<file path="src/pos_consts.svh">
// Purpose: timing counts, register offsets, field positions and reset values
// Assumes: 250 MHz ref_clk, 32-bit register port with byte addresses
// Notes: percent values are in 0.01 % steps, times in 0.1 s steps
`ifndef POS_CONSTS_SVH
`define POS_CONSTS_SVH

// ---------------------------------------------------------------
// timing
// ---------------------------------------------------------------
`define POS_CLK_PERIOD_NS 4
`define POS_TICK_NS 100000000
`define POS_TICK_CYCLES (`POS_TICK_NS / `POS_CLK_PERIOD_NS)

// ---------------------------------------------------------------
// register offsets
// ---------------------------------------------------------------
`define POS_REG_CTRL 8'h00
`define POS_REG_GAIN 8'h04
`define POS_REG_LOW_LEVEL 8'h08
`define POS_REG_LOW_TIME 8'h0c
`define POS_REG_HIGH_LEVEL 8'h10
`define POS_REG_HIGH_TIME 8'h14
`define POS_REG_SLEEP_LEVEL 8'h18
`define POS_REG_SLEEP_DELAY 8'h1c
`define POS_REG_RAMP_TIME 8'h20
`define POS_REG_TARGET 8'h24
`define POS_REG_FULL_SCALE 8'h28
`define POS_REG_DECIMALS 8'h2c
`define POS_REG_STATUS 8'h30
`define POS_REG_OUT_FREQ 8'h34
`define POS_REG_TARGET_MON 8'h38
`define POS_REG_FB_MON 8'h3c

// ---------------------------------------------------------------
// control and status fields
// ---------------------------------------------------------------
`define POS_CTRL_SIGN 0
`define POS_CTRL_REVERSE 1
`define POS_CTRL_MODE_LO 2
`define POS_CTRL_ACTION_LO 5
`define POS_CTRL_TSEL 8
`define POS_CTRL_UNIT_LO 9
`define POS_CTRL_SOFTSTART 11
`define POS_CTRL_STOP_LO 12
`define POS_STATUS_FAULT_CLR 3

// ---------------------------------------------------------------
// reset values and limits
// ---------------------------------------------------------------
`define POS_GAIN_RST 14'd100
`define POS_GAIN_MAX 14'd2500
`define POS_LOW_LEVEL_RST 14'd0
`define POS_HIGH_LEVEL_RST 14'd10000
`define POS_LEVEL_MAX 14'd10000
`define POS_LOW_TIME_RST 8'd10
`define POS_HIGH_TIME_RST 8'd10
`define POS_SLEEP_DELAY_RST 8'd0
`define POS_RAMP_TIME_MAX 16'd60000
`define POS_TARGET_RST 14'd0
`define POS_FULL_SCALE_RST 16'd0
`define POS_FULL_SCALE_MAX 16'd60000
`define POS_DECIMALS_RST 2'd2
`define POS_UNIT_RST 2'd1
`define POS_MODE_MAX 3'd4
`define POS_ACTION_MAX 3'd5
`define POS_UNIT_USER 2'd3
`define POS_PCT_FULL 32'd10000

`endif

</file>
<file path="src/pos_pkg.sv">
// Purpose: shared types of the pid output supervision block
// Assumes: used by pos_pid_supervision only
// Notes: sleep machine codes are one-hot
package pos_pkg;

  // sleep machine states
  typedef enum logic [1:0] {
    POS_AWAKE = 2'b01,
    POS_ASLEEP = 2'b10
  } pos_sleep_e;

  // reaction to an out-of-range feedback
  typedef enum logic [1:0] {
    POS_ACT_OUTPUT = 2'd0,
    POS_ACT_ALARM = 2'd1,
    POS_ACT_FAULT = 2'd2
  } pos_act_e;

endpackage

</file>
<file path="src/pos_pid_supervision.sv">
// Purpose: post-processing and supervision of the process pid output
// Assumes: pid_in, freq_cmd, target_ext and feedback are synchronous to ref_clk
// Notes: percent in 0.01 % steps of max frequency, times in 0.1 s steps
//
// Contract
// sign select 1 inverts pid output
// sign select 0 passes pid output unchanged
// pid output times gain 0.00..25.00
// modes 3,4 add frequency command
// modes 3,4 ignore reverse, no limit
// reverse off: negative clamps, drive stops
// reverse on: negative output runs reverse
// feedback low after level/time hold
// feedback high after level/time hold
// action 0: indicators only, self clearing
// action 1: alarm plus indicator, self clearing
// action 2: fault output, motor stops
// actions 3..5 also work pid disabled
// sleep and wake after level/delay hold
// sleep stops with chosen stop method
// target ramp, bypassed by soft start
// target select picks internal target
// internal target 0..100.00 percent
// display scaled by unit code
// user scale edits need unit 3
// user full scale and decimal places
// duration timers restart when condition drops
//
// The register addresses and the plain strobed port were chosen for this implementation.
`include "pos_consts.svh"
`timescale 1ns/1ps
`default_nettype none

module pos_pid_supervision #(
  parameter int TICK_CYCLES = `POS_TICK_CYCLES
) (
  // clock and reset
  input wire logic ref_clk,
  input wire logic reset,
  // register port
  input wire logic [7:0] reg_addr,
  input wire logic [31:0] reg_wdata,
  input wire logic reg_wr,
  input wire logic reg_rd,
  output logic [31:0] reg_rdata,
  // pid core and command path
  input wire logic signed [15:0] pid_in,
  input wire logic [15:0] freq_cmd,
  input wire logic [15:0] target_ext,
  input wire logic [15:0] feedback,
  input wire logic [15:0] max_freq_hz,
  input wire logic [15:0] max_rpm,
  // drive command
  output logic [15:0] out_freq,
  output logic out_reverse,
  output logic stop_req,
  output logic [1:0] stop_method,
  output logic sleep_active,
  // indicator outputs
  output logic fb_low_ind,
  output logic fb_high_ind,
  output logic alarm_out,
  output logic fault_out,
  // target and monitors
  output logic [15:0] target_ramped,
  output logic [15:0] target_display,
  output logic [15:0] feedback_display
);

  if (TICK_CYCLES < 2 || TICK_CYCLES > 33554431) begin : g_bad_tick
    $error("TICK_CYCLES out of range");
  end

  // ---------------------------------------------------------------
  // configuration registers
  // ---------------------------------------------------------------
  logic sign_sel, rev_sel, tsel, soft_start;
  logic [2:0] mode, action;
  logic [1:0] unit_code;
  logic [13:0] gain, low_level, high_level, target_val;
  logic [7:0] low_time, high_time, sleep_delay;
  logic [15:0] sleep_level, ramp_time, full_scale;
  logic [1:0] decimals;
  logic fault_clr;
  logic wr_user;

  assign wr_user = reg_wr && (unit_code == `POS_UNIT_USER);

  // software writes; out-of-range values of checked fields are ignored, not clipped; time and sleep level writes keep only their low bits
  always_ff @(posedge ref_clk) begin
    if (reset) begin
      sign_sel <= 1'b0;
      rev_sel <= 1'b0;
      mode <= 3'd0;
      action <= 3'd0;
      tsel <= 1'b0;
      unit_code <= `POS_UNIT_RST;
      soft_start <= 1'b0;
      stop_method <= 2'd0;
      gain <= `POS_GAIN_RST;
      low_level <= `POS_LOW_LEVEL_RST;
      high_level <= `POS_HIGH_LEVEL_RST;
      low_time <= `POS_LOW_TIME_RST;
      high_time <= `POS_HIGH_TIME_RST;
      sleep_level <= 16'd0;
      sleep_delay <= `POS_SLEEP_DELAY_RST;
      ramp_time <= 16'd0;
      target_val <= `POS_TARGET_RST;
      full_scale <= `POS_FULL_SCALE_RST;
      decimals <= `POS_DECIMALS_RST;
    end else if (reg_wr) begin
      unique case (reg_addr)
        `POS_REG_CTRL: begin
          sign_sel <= reg_wdata[`POS_CTRL_SIGN];
          rev_sel <= reg_wdata[`POS_CTRL_REVERSE];
          if (reg_wdata[`POS_CTRL_MODE_LO +: 3] <= `POS_MODE_MAX) begin
            mode <= reg_wdata[`POS_CTRL_MODE_LO +: 3];
          end
          if (reg_wdata[`POS_CTRL_ACTION_LO +: 3] <= `POS_ACTION_MAX) begin
            action <= reg_wdata[`POS_CTRL_ACTION_LO +: 3];
          end
          tsel <= reg_wdata[`POS_CTRL_TSEL];
          unit_code <= reg_wdata[`POS_CTRL_UNIT_LO +: 2];
          soft_start <= reg_wdata[`POS_CTRL_SOFTSTART];
          stop_method <= reg_wdata[`POS_CTRL_STOP_LO +: 2];
        end
        `POS_REG_GAIN: begin
          if (reg_wdata[31:0] <= 32'(`POS_GAIN_MAX)) begin
            gain <= reg_wdata[13:0];
          end
        end
        `POS_REG_LOW_LEVEL: begin
          if (reg_wdata <= 32'(`POS_LEVEL_MAX)) begin
            low_level <= reg_wdata[13:0];
          end
        end
        `POS_REG_LOW_TIME: low_time <= reg_wdata[7:0];
        `POS_REG_HIGH_LEVEL: begin
          if (reg_wdata <= 32'(`POS_LEVEL_MAX)) begin
            high_level <= reg_wdata[13:0];
          end
        end
        `POS_REG_HIGH_TIME: high_time <= reg_wdata[7:0];
        `POS_REG_SLEEP_LEVEL: sleep_level <= reg_wdata[15:0];
        `POS_REG_SLEEP_DELAY: sleep_delay <= reg_wdata[7:0];
        `POS_REG_RAMP_TIME: begin
          if (reg_wdata <= 32'(`POS_RAMP_TIME_MAX)) begin
            ramp_time <= reg_wdata[15:0];
          end
        end
        `POS_REG_TARGET: begin
          if (reg_wdata <= 32'(`POS_LEVEL_MAX)) begin
            target_val <= reg_wdata[13:0];
          end
        end
        `POS_REG_FULL_SCALE: begin
          if (wr_user && reg_wdata != 32'd0 && reg_wdata <= 32'(`POS_FULL_SCALE_MAX)) begin
            full_scale <= reg_wdata[15:0];
          end
        end
        `POS_REG_DECIMALS: begin
          if (wr_user && reg_wdata[31:2] == 30'd0) begin
            decimals <= reg_wdata[1:0];
          end
        end
        default: begin
        end
      endcase
    end
  end

  assign fault_clr = reg_wr && (reg_addr == `POS_REG_STATUS) && reg_wdata[`POS_STATUS_FAULT_CLR];

  // ---------------------------------------------------------------
  // 0.1 s time base
  // ---------------------------------------------------------------
  logic [24:0] tick_cnt;
  logic tick;

  // one enable pulse per 0.1 s drives every timer and the ramp
  always_ff @(posedge ref_clk) begin
    if (reset) begin
      tick_cnt <= 25'd0;
      tick <= 1'b0;
    end else if (tick_cnt == 25'(TICK_CYCLES - 1)) begin
      tick_cnt <= 25'd0;
      tick <= 1'b1;
    end else begin
      tick_cnt <= tick_cnt + 25'd1;
      tick <= 1'b0;
    end
  end

  // ---------------------------------------------------------------
  // output path: sign, gain, mode and negative handling
  // ---------------------------------------------------------------
  logic signed [16:0] pid_s;
  logic signed [31:0] pid_prod, pid_div;
  logic signed [17:0] pid_out;
  logic signed [18:0] sum_w;
  logic [15:0] next_freq;
  logic next_rev, neg_stop;

  assign pid_s = sign_sel ? -$signed({pid_in[15], pid_in}) : $signed({pid_in[15], pid_in});
  assign pid_prod = pid_s * $signed({1'b0, gain});
  assign pid_div = pid_prod / 32'sd100;
  assign sum_w = $signed({3'b000, freq_cmd}) + $signed({pid_out[17], pid_out});

  // the product is saturated to the 16-bit magnitude range before use
  always_comb begin
    if (pid_div > 32'sd65535) begin
      pid_out = 18'sd65535;
    end else if (pid_div < -32'sd65535) begin
      pid_out = -18'sd65535;
    end else begin
      pid_out = pid_div[17:0];
    end
  end

  // mode 0 passes the command; modes 3,4 never reverse or limit pid
  always_comb begin
    next_rev = 1'b0;
    neg_stop = 1'b0;
    if (mode == 3'd0) begin
      next_freq = freq_cmd;
    end else if (mode >= 3'd3) begin
      if (sum_w < 19'sd0) begin
        next_freq = 16'd0;
      end else if (sum_w > 19'sd65535) begin
        next_freq = 16'hffff;
      end else begin
        next_freq = sum_w[15:0];
      end
    end else if (pid_out < 18'sd0) begin
      if (rev_sel) begin
        next_freq = 16'(-pid_out);
        next_rev = 1'b1;
      end else begin
        next_freq = 16'd0;
        neg_stop = 1'b1;
      end
    end else begin
      next_freq = pid_out[15:0];
    end
  end

  // ---------------------------------------------------------------
  // duration timers: feedback low, feedback high, sleep
  // ---------------------------------------------------------------
  pos_pkg::pos_sleep_e sleep_st;
  logic det_en;
  logic [2:0] t_cond, t_done;
  logic [7:0] t_limit [3];
  logic [8:0] t_cnt [3];

  assign det_en = (mode != 3'd0) || (action >= 3'd3);
  assign t_cond[0] = det_en && (feedback < {2'b00, low_level});
  assign t_cond[1] = det_en && (feedback > {2'b00, high_level});
  assign t_cond[2] = (sleep_st == pos_pkg::POS_AWAKE) ? (next_freq < sleep_level) : (next_freq > sleep_level);
  assign t_limit[0] = low_time;
  assign t_limit[1] = high_time;
  assign t_limit[2] = sleep_delay;

  // each timer counts ticks while its level holds, done once past the limit
  for (genvar i = 0; i < 3; i++) begin : g_timer
    always_ff @(posedge ref_clk) begin
      if (reset || !t_cond[i] || (i == 2 && t_done[i])) begin
        t_cnt[i] <= 9'd0;
      end else if (tick && t_cnt[i] <= {1'b0, t_limit[i]}) begin
        t_cnt[i] <= t_cnt[i] + 9'd1;
      end
    end
    assign t_done[i] = t_cond[i] && (t_cnt[i] > {1'b0, t_limit[i]});
  end

  // ---------------------------------------------------------------
  // sleep machine
  // ---------------------------------------------------------------
  // the same delay serves entry and exit; the timer restarts on each flip
  always_ff @(posedge ref_clk) begin
    if (reset) begin
      sleep_st <= pos_pkg::POS_AWAKE;
    end else begin
      unique case (sleep_st)
        pos_pkg::POS_AWAKE: if (t_done[2]) sleep_st <= pos_pkg::POS_ASLEEP;
        pos_pkg::POS_ASLEEP: if (t_done[2]) sleep_st <= pos_pkg::POS_AWAKE;
      endcase
    end
  end

  // ---------------------------------------------------------------
  // detection actions and indicators
  // ---------------------------------------------------------------
  pos_pkg::pos_act_e act_base;
  logic fault_hit;

  assign act_base = pos_pkg::pos_act_e'((action >= 3'd3) ? 2'(action - 3'd3) : action[1:0]);
  assign fault_hit = (act_base == pos_pkg::POS_ACT_FAULT) && (t_done[0] || t_done[1]);

  // indicators follow the timers except under the fault action and drop when feedback returns to range
  always_ff @(posedge ref_clk) begin
    if (reset) begin
      fb_low_ind <= 1'b0;
      fb_high_ind <= 1'b0;
      alarm_out <= 1'b0;
    end else begin
      fb_low_ind <= t_done[0] && (act_base != pos_pkg::POS_ACT_FAULT);
      fb_high_ind <= t_done[1] && (act_base != pos_pkg::POS_ACT_FAULT);
      alarm_out <= (act_base == pos_pkg::POS_ACT_ALARM) && (t_done[0] || t_done[1]);
    end
  end

  // a fault latches; a new hit wins over a clear in the same cycle
  always_ff @(posedge ref_clk) begin
    if (reset) begin
      fault_out <= 1'b0;
    end else if (fault_hit) begin
      fault_out <= 1'b1;
    end else if (fault_clr) begin
      fault_out <= 1'b0;
    end
  end

  // ---------------------------------------------------------------
  // drive command outputs
  // ---------------------------------------------------------------
  logic stop_any;

  assign stop_any = fault_out || neg_stop || (sleep_st == pos_pkg::POS_ASLEEP);

  // stop_method is held in the control register and reused for sleep
  always_ff @(posedge ref_clk) begin
    if (reset) begin
      out_freq <= 16'd0;
      out_reverse <= 1'b0;
      stop_req <= 1'b0;
      sleep_active <= 1'b0;
    end else begin
      out_freq <= stop_any ? 16'd0 : next_freq;
      out_reverse <= next_rev && !stop_any;
      stop_req <= stop_any;
      sleep_active <= (sleep_st == pos_pkg::POS_ASLEEP);
    end
  end

  // ---------------------------------------------------------------
  // target select and ramp
  // ---------------------------------------------------------------
  logic [15:0] target_src;
  logic [16:0] ramp_acc;
  logic ramp_bypass;

  assign target_src = tsel ? {2'b00, target_val} : target_ext;
  assign ramp_bypass = soft_start || (ramp_time == 16'd0);

  // full scale per ramp_time ticks, stepped by one count without a divider
  always_ff @(posedge ref_clk) begin
    if (reset) begin
      target_ramped <= 16'd0;
      ramp_acc <= 17'd0;
    end else if (ramp_bypass || target_ramped == target_src) begin
      target_ramped <= target_src;
      ramp_acc <= 17'd0;
    end else if (ramp_acc >= {1'b0, ramp_time}) begin
      ramp_acc <= ramp_acc - {1'b0, ramp_time};
      target_ramped <= (target_ramped < target_src) ? target_ramped + 16'd1 : target_ramped - 16'd1;
    end else if (tick) begin
      ramp_acc <= ramp_acc + 17'(`POS_PCT_FULL);
    end
  end

  // ---------------------------------------------------------------
  // display scaling
  // ---------------------------------------------------------------
  function automatic logic [15:0] pos_scale(input logic [15:0] val, input logic [1:0] code,
                                            input logic [15:0] hz, input logic [15:0] rpm,
                                            input logic [15:0] user);
    logic [31:0] prod;
    logic [15:0] fs;
    fs = (code == 2'd0) ? hz : (code == 2'd2) ? rpm : user;
    prod = (32'(val) * 32'(fs)) / `POS_PCT_FULL;
    if (code == 2'd1) begin
      pos_scale = val;
    end else if (prod > 32'd65535) begin
      pos_scale = 16'hffff;
    end else begin
      pos_scale = prod[15:0];
    end
  endfunction

  // monitors follow the unit code; decimals only annotate user units
  always_ff @(posedge ref_clk) begin
    if (reset) begin
      target_display <= 16'd0;
      feedback_display <= 16'd0;
    end else begin
      target_display <= pos_scale(target_ramped, unit_code, max_freq_hz, max_rpm, full_scale);
      feedback_display <= pos_scale(feedback, unit_code, max_freq_hz, max_rpm, full_scale);
    end
  end

  // ---------------------------------------------------------------
  // register read port
  // ---------------------------------------------------------------
  // unmapped addresses read zero; data stand only in the cycle after the strobe
  always_ff @(posedge ref_clk) begin
    if (reset || !reg_rd) begin
      reg_rdata <= 32'd0;
    end else begin
      unique case (reg_addr)
        `POS_REG_CTRL: reg_rdata <= {18'd0, stop_method, soft_start, unit_code, tsel, action, mode, rev_sel, sign_sel};
        `POS_REG_GAIN: reg_rdata <= {18'd0, gain};
        `POS_REG_LOW_LEVEL: reg_rdata <= {18'd0, low_level};
        `POS_REG_LOW_TIME: reg_rdata <= {24'd0, low_time};
        `POS_REG_HIGH_LEVEL: reg_rdata <= {18'd0, high_level};
        `POS_REG_HIGH_TIME: reg_rdata <= {24'd0, high_time};
        `POS_REG_SLEEP_LEVEL: reg_rdata <= {16'd0, sleep_level};
        `POS_REG_SLEEP_DELAY: reg_rdata <= {24'd0, sleep_delay};
        `POS_REG_RAMP_TIME: reg_rdata <= {16'd0, ramp_time};
        `POS_REG_TARGET: reg_rdata <= {18'd0, target_val};
        `POS_REG_FULL_SCALE: reg_rdata <= {16'd0, full_scale};
        `POS_REG_DECIMALS: reg_rdata <= {30'd0, decimals};
        `POS_REG_STATUS: reg_rdata <= {25'd0, out_reverse, sleep_active, stop_req, fault_out, alarm_out,
                                       fb_high_ind, fb_low_ind};
        `POS_REG_OUT_FREQ: reg_rdata <= {16'd0, out_freq};
        `POS_REG_TARGET_MON: reg_rdata <= {16'd0, target_display};
        `POS_REG_FB_MON: reg_rdata <= {16'd0, feedback_display};
        default: reg_rdata <= 32'd0;
      endcase
    end
  end

  // ---------------------------------------------------------------
  // assertions
  // ---------------------------------------------------------------
  AST_LOW_NEEDS_HOLD: assert property (@(posedge ref_clk) disable iff (reset)
    $rose(fb_low_ind) |-> $past(t_cond[0]) && $past(t_cnt[0]) > {1'b0, $past(low_time)})
    else $error("low indicator without a held low level");
  AST_TIMER_RESTART: assert property (@(posedge ref_clk) disable iff (reset)
    !t_cond[0] |=> t_cnt[0] == 9'd0)
    else $error("low timer kept counting after the level dropped");
  AST_NEG_CLAMP: assert property (@(posedge ref_clk) disable iff (reset)
    (mode inside {3'd1, 3'd2} && !rev_sel && pid_out < 18'sd0) |=> out_freq == 16'd0 && stop_req)
    else $error("negative output not clamped and stopped");
  AST_REVERSE_RUN: assert property (@(posedge ref_clk) disable iff (reset)
    $rose(out_reverse) |-> $past(rev_sel) && $past(mode) inside {3'd1, 3'd2})
    else $error("reverse run without reverse enabled");
  AST_ALARM_CAUSE: assert property (@(posedge ref_clk) disable iff (reset)
    alarm_out |-> $past(act_base) == pos_pkg::POS_ACT_ALARM && (fb_low_ind || fb_high_ind))
    else $error("alarm without matching indicator");
  AST_FAULT_STOPS: assert property (@(posedge ref_clk) disable iff (reset)
    $rose(fault_out) |=> stop_req && out_freq == 16'd0)
    else $error("fault did not stop the motor");
  AST_SLEEP_STOPS: assert property (@(posedge ref_clk) disable iff (reset)
    $rose(sleep_active) |-> stop_req)
    else $error("sleep entered without a stop");
  AST_RAMP_BYPASS: assert property (@(posedge ref_clk) disable iff (reset)
    ramp_bypass ##1 ramp_bypass |-> target_ramped == $past(target_src))
    else $error("ramp not bypassed");
  AST_USER_LOCK: assert property (@(posedge ref_clk) disable iff (reset)
    (reg_wr && reg_addr == `POS_REG_DECIMALS && unit_code != `POS_UNIT_USER) |=> $stable(decimals))
    else $error("decimals edited outside user units");
  AST_GAIN_RANGE: assert property (@(posedge ref_clk) disable iff (reset)
    gain <= `POS_GAIN_MAX)
    else $error("gain outside 0.00 to 25.00");
  AST_DETECT_OFF: assert property (@(posedge ref_clk) disable iff (reset)
    (!det_en ##1 !det_en) |-> !fb_low_ind && !fb_high_ind)
    else $error("indicator with detection disabled");

endmodule

`default_nettype wire

</file>
<file path="config.mk">
export PLATFORM = sky130hd
export DESIGN_NAME = pos_pid_supervision
export DESIGN_NICKNAME = d
export VERILOG_FILES = /design/src/pos_pkg.sv /design/src/pos_pid_supervision.sv
export VERILOG_INCLUDE_DIRS = /design/src /design/src/src
export SDC_FILE = /design/constraint.sdc
export NUM_CORES = 2
export LEC_CHECK = 0
export BUFFER_PORTS_ARGS = -buffer_cell sky130_fd_sc_hd__buf_2
export CAP_MARGIN = 20
export CORE_MARGIN = 3
export CORE_UTILIZATION = 60
export CTS_BUF_LIST = sky130_fd_sc_hd__clkbuf_2 sky130_fd_sc_hd__clkbuf_4 sky130_fd_sc_hd__clkbuf_8
export DETAILED_ROUTE_END_ITERATION = 10
export GPL_TIMING_DRIVEN = 0
export MAX_ROUTING_LAYER = met4
export PLACE_DENSITY = 0.79
export SYNTH_ARGS = -nofsm -noshare
export SYNTH_HDL_FRONTEND = slang
export SYNTH_SLANG_ARGS = --single-unit
</file>
<file path="constraint.sdc">
create_clock -name ref_clk -period 37.9 [get_ports ref_clk]
set_input_delay 0 -clock ref_clk [delete_from_list [all_inputs] [get_ports ref_clk]]
set_output_delay 0 -clock ref_clk [all_outputs]
set_load 0.005 [all_outputs]
</file>
==> results.rst <==
.. list-table::
   :header-rows: 1

   * - Metric
     - Value
   * - Result of the run
     - finished clean
   * - Effective utilization at floorplan
     - 61.0%
   * - Avg Inst Size Synth
     - 7.80 sq um
   * - Total of warnings raised by yosys
     - 0
   * - Synthesis-to-finish area growth
     - 7.59%
   * - Worst Hold Class
     - input port to flip-flop
   * - Initial detailed-routing violation count
     - 7281
   * - Fmax achieved
     - 0.0280 GHz
   * - Setup violations, final
     - 0
   * - Full die area
     - 0.117 sq mm
   * - Die Span X
     - 343 um
   * - Clock tree from TritonCTS
     - done
   * - Critical path data arrival time
     - 36.26 ns
   * - Number of buffers created by CTS
     - 53
   * - Slew HR
     - 21.6%
   * - Site row count
     - 122
   * - Data required time at the worst endpoint
     - 38.45 ns
   * - Mean number of vias per cell
     - 6.54
   * - Clock Skews
     - 0.0511 ns
   * - Cell mode on critical path
     - a21oi_1
   * - Multiplexer area fraction after synthesis
     - 2.64%
   * - Root buf cell
     - clkbuf_8
   * - Async set or reset register ratio after synthesis
     - 0%
   * - Crit Path Category
     - flip-flop to flip-flop
   * - Count of flip-flops with a built-in enable after synthesis
     - 27
   * - Buffers added on ports
     - 226
   * - Simple logic cell fraction of the synthesized area
     - 23.0%
   * - Clock input transition at the sequential cells of the worst setup and hold paths
     - 0.06 ns
   * - Final antenna-violating net count
     - 0
   * - Seq cells post-synth
     - 303
   * - Synth top area share
     - 18.3%
   * - Worst-Skew Late Latency
     - 0.71 ns
   * - Overall overflow remaining after global route
     - 0
   * - CTS sink count
     - 303
   * - Height of the die
     - 343 um
   * - Synth area leader
     - fa_1
   * - IO Count
     - 245
   * - Routed wire length
     - 247000 um
   * - Flip-flop cell with the highest count after synthesis
     - dfxtp_1
   * - Kind of start point of the critical path
     - flip-flop
   * - Dpl hpwl
     - 202000 um
   * - Final worst path period need
     - 35.71 ns
   * - Actual slew at the worst max-slew pin
     - 1.18 ns
   * - Highest net fanout along the worst path
     - 10
   * - Compound-gate portion of the synthesized area
     - 24.6%
   * - Cell at the slowest stage of the critical path
     - xor2_1
   * - Setup repair after global routing missed its margin
     - no
   * - WL per Instance
     - 23.2 um
   * - Max-slew violation total from the final report
     - 0
   * - DRC violations left
     - 0
   * - Main combinational cell family by area after synthesis
     - adder cells
   * - Count of final hold-check violations
     - 0
   * - Mapped Cells
     - 8723
   * - Number of global-route vias before repair
     - 67000
   * - Count of unique library cells instantiated by Yosys
     - 187
   * - Maximum Capacitance Violations
     - 0
   * - Global-route total usage across every layer
     - 42.2%
   * - Synthesized cell area
     - 0.0681 sq mm
   * - Most frequent cells in the layout
     - 986 x nand2_1, 899 x inv_1, 638 x nor2_1
   * - Antenna violations before repair
     - 30
   * - Core area
     - 0.112 sq mm
   * - H-tree levels
     - 2
   * - Fraction of final layout cells sized beyond drive strength 1
     - 9.71%
   * - Maximum count of clock buffers along a single path
     - 3
   * - Number of optimization iterations in the first detailed-route pass
     - 10
   * - Sequential fraction of the synthesis area
     - 9.31%
   * - First-pass GRT wire length
     - 380000 um
   * - Setup TNS
     - 0 ns
   * - Crit path capture type
     - flip-flop
   * - Count of nets after finishing
     - 10300
   * - Peak per-stage delay on the critical path
     - 0.62 ns
   * - Placer's final routability congestion estimate
     - 1.07
   * - Most area-consuming cells after synthesis
     - fa_1 18%, dfxtp_1 8.1%, ha_1 7.8%, nand2_1 5.4%, inv_1 5.0%
   * - Share of synthesized cell area in full adder, half adder and majority cells
     - 26.3%
   * - Area share of xor/xnor cells in the synthesized design
     - 6.02%
   * - Most common cell after layout, fill and taps aside
     - nand2_1
   * - Vias post-DR
     - 69800
   * - Period utilisation layout
     - 94.2%
   * - Maximum number of pins on one net before global-route repair
     - 17
what timing repair did:
action | CTS | global route
endpoints found under the setup margin | 0 | 20
endpoints found under the hold margin | 73 | 3
buffers inserted | 0 | 3
resized for setup | 0 | 24
hold buffers | 62 | 1
cells in the mapped netlist, drive strengths merged (77+ instances only):
| cell | n |
|---|---|
| ha | 425 |
| nand4 | 87 |
| nand2 | 991 |
| fa | 621 |
| xnor2 | 310 |
| a31oi | 108 |
| a21oi | 536 |
| nor2 | 652 |
| xor2 | 137 |
| buf | 102 |
| o211ai | 79 |
| and3 | 100 |
| a211oi | 140 |
| nor2b | 90 |
| a21o | 111 |
| mux2i | 138 |
| clkbuf | 313 |
| nand3 | 213 |
| o21ai | 389 |
| a22oi | 77 |
| nor3 | 176 |
| dfxtp | 276 |
| and2 | 407 |
| inv | 900 |
final cells by class:
| class | instances | area [sq um] |
|---|---|---|
| plain buffers | 416 | 2130 |
| flip-flops and latches | 303 | 6340 |
| well taps | 1488 | 1860 |
| repair buffers | 301 | 1860 |
| clock buffers | 75 | 970 |
| fillers | 9836 | 38400 |
| clock inverters | 21 | 200 |
| diodes | 39 | 97.6 |
| multi-input cells | 7119 | 56400 |
| inverters | 900 | 3380 |
through the flow:
| step | area [sq um] | util [%] | setup WS [ns] | hold slack, ns | instances |
|---|---|---|---|---|---|
| final | 73200 | 65.6 | 2.19 | 0.0421 | 10700 |
| after global placement | 71100 | 63.7 | 2.22 | 0.366 | 10500 |
| after floorplan | 68100 | - | 7.73 | 0.136 | 8738 |
| after CTS | 73000 | 65.4 | 1.91 | 0.00205 | 10600 |
| after detailed placement | 71200 | 63.8 | 1.85 | 0.364 | 10500 |
| after global routing | 73200 | 65.6 | 0.0908 | 0.0383 | 10600 |
path summary, 6_finish.rpt:
kind | startpoint | slack [ns] | cells after the start | to
max reg2reg | sign_sel | 2.19 | 135 | sleep_st[0]
min reg2reg | tick_cnt[0] | 0.47 | 1 | tick_cnt[0]
max | sign_sel | 2.19 | 135 | sleep_st[0]
min | feedback[9] | 0.04 | 4 | feedback_display[9]
state kept, by name (all words and copies together) (netlist names), 2 cells and up:
name and count:
t_cnt 27, tick_cnt 25, ramp_acc 17, feedback_display 16
full_scale 16, out_freq 16, ramp_time 16, reg_rdata 16
sleep_level 16, target_display 16, target_ramped 16, gain 14
high_level 14, low_level 14, target_val 14, high_time 8
low_time 8, sleep_delay 8, action 3, mode 3
decimals 2, sleep_st 2, stop_method 2, unit_code 2
critical path, delay by kind of cell (launching register included):
family                   cells  cell delay, ns
AO/OA/AOI/OAI               69           18.40
buffers and inverters       18            3.82
XOR/XNOR                     5            1.76
adder cells (fa/ha/maj)     10            4.31
multiplexers                 6            1.83
flip-flops                   1            0.38
AND/OR/NAND/NOR             27            4.95
metal layers:
metal	GRT usage (%)	wire, um	vias to the layer above
li1	-	-	31500
met1	52.7	95500	33800
met2	64.6	109000	3758
met3	9.89	28300	756
met4	20.3	14600	0
met5	-	0	-
cells by family (layout without fill, tap and decap cells):
group	count (synthesis)	count (layout)
AND/OR/NAND/NOR	3136	3136
AO/OA/AOI/OAI	2283	2283
buffers and inverters	1316	1713
XOR/XNOR	448	448
adder cells (fa/ha/maj)	1063	1063
flip-flops	303	303
other	1	55
multiplexers	173	173
Power is not shown: default switching activity piles up to over one toggle a cycle in this logic, so the estimate is an artifact.
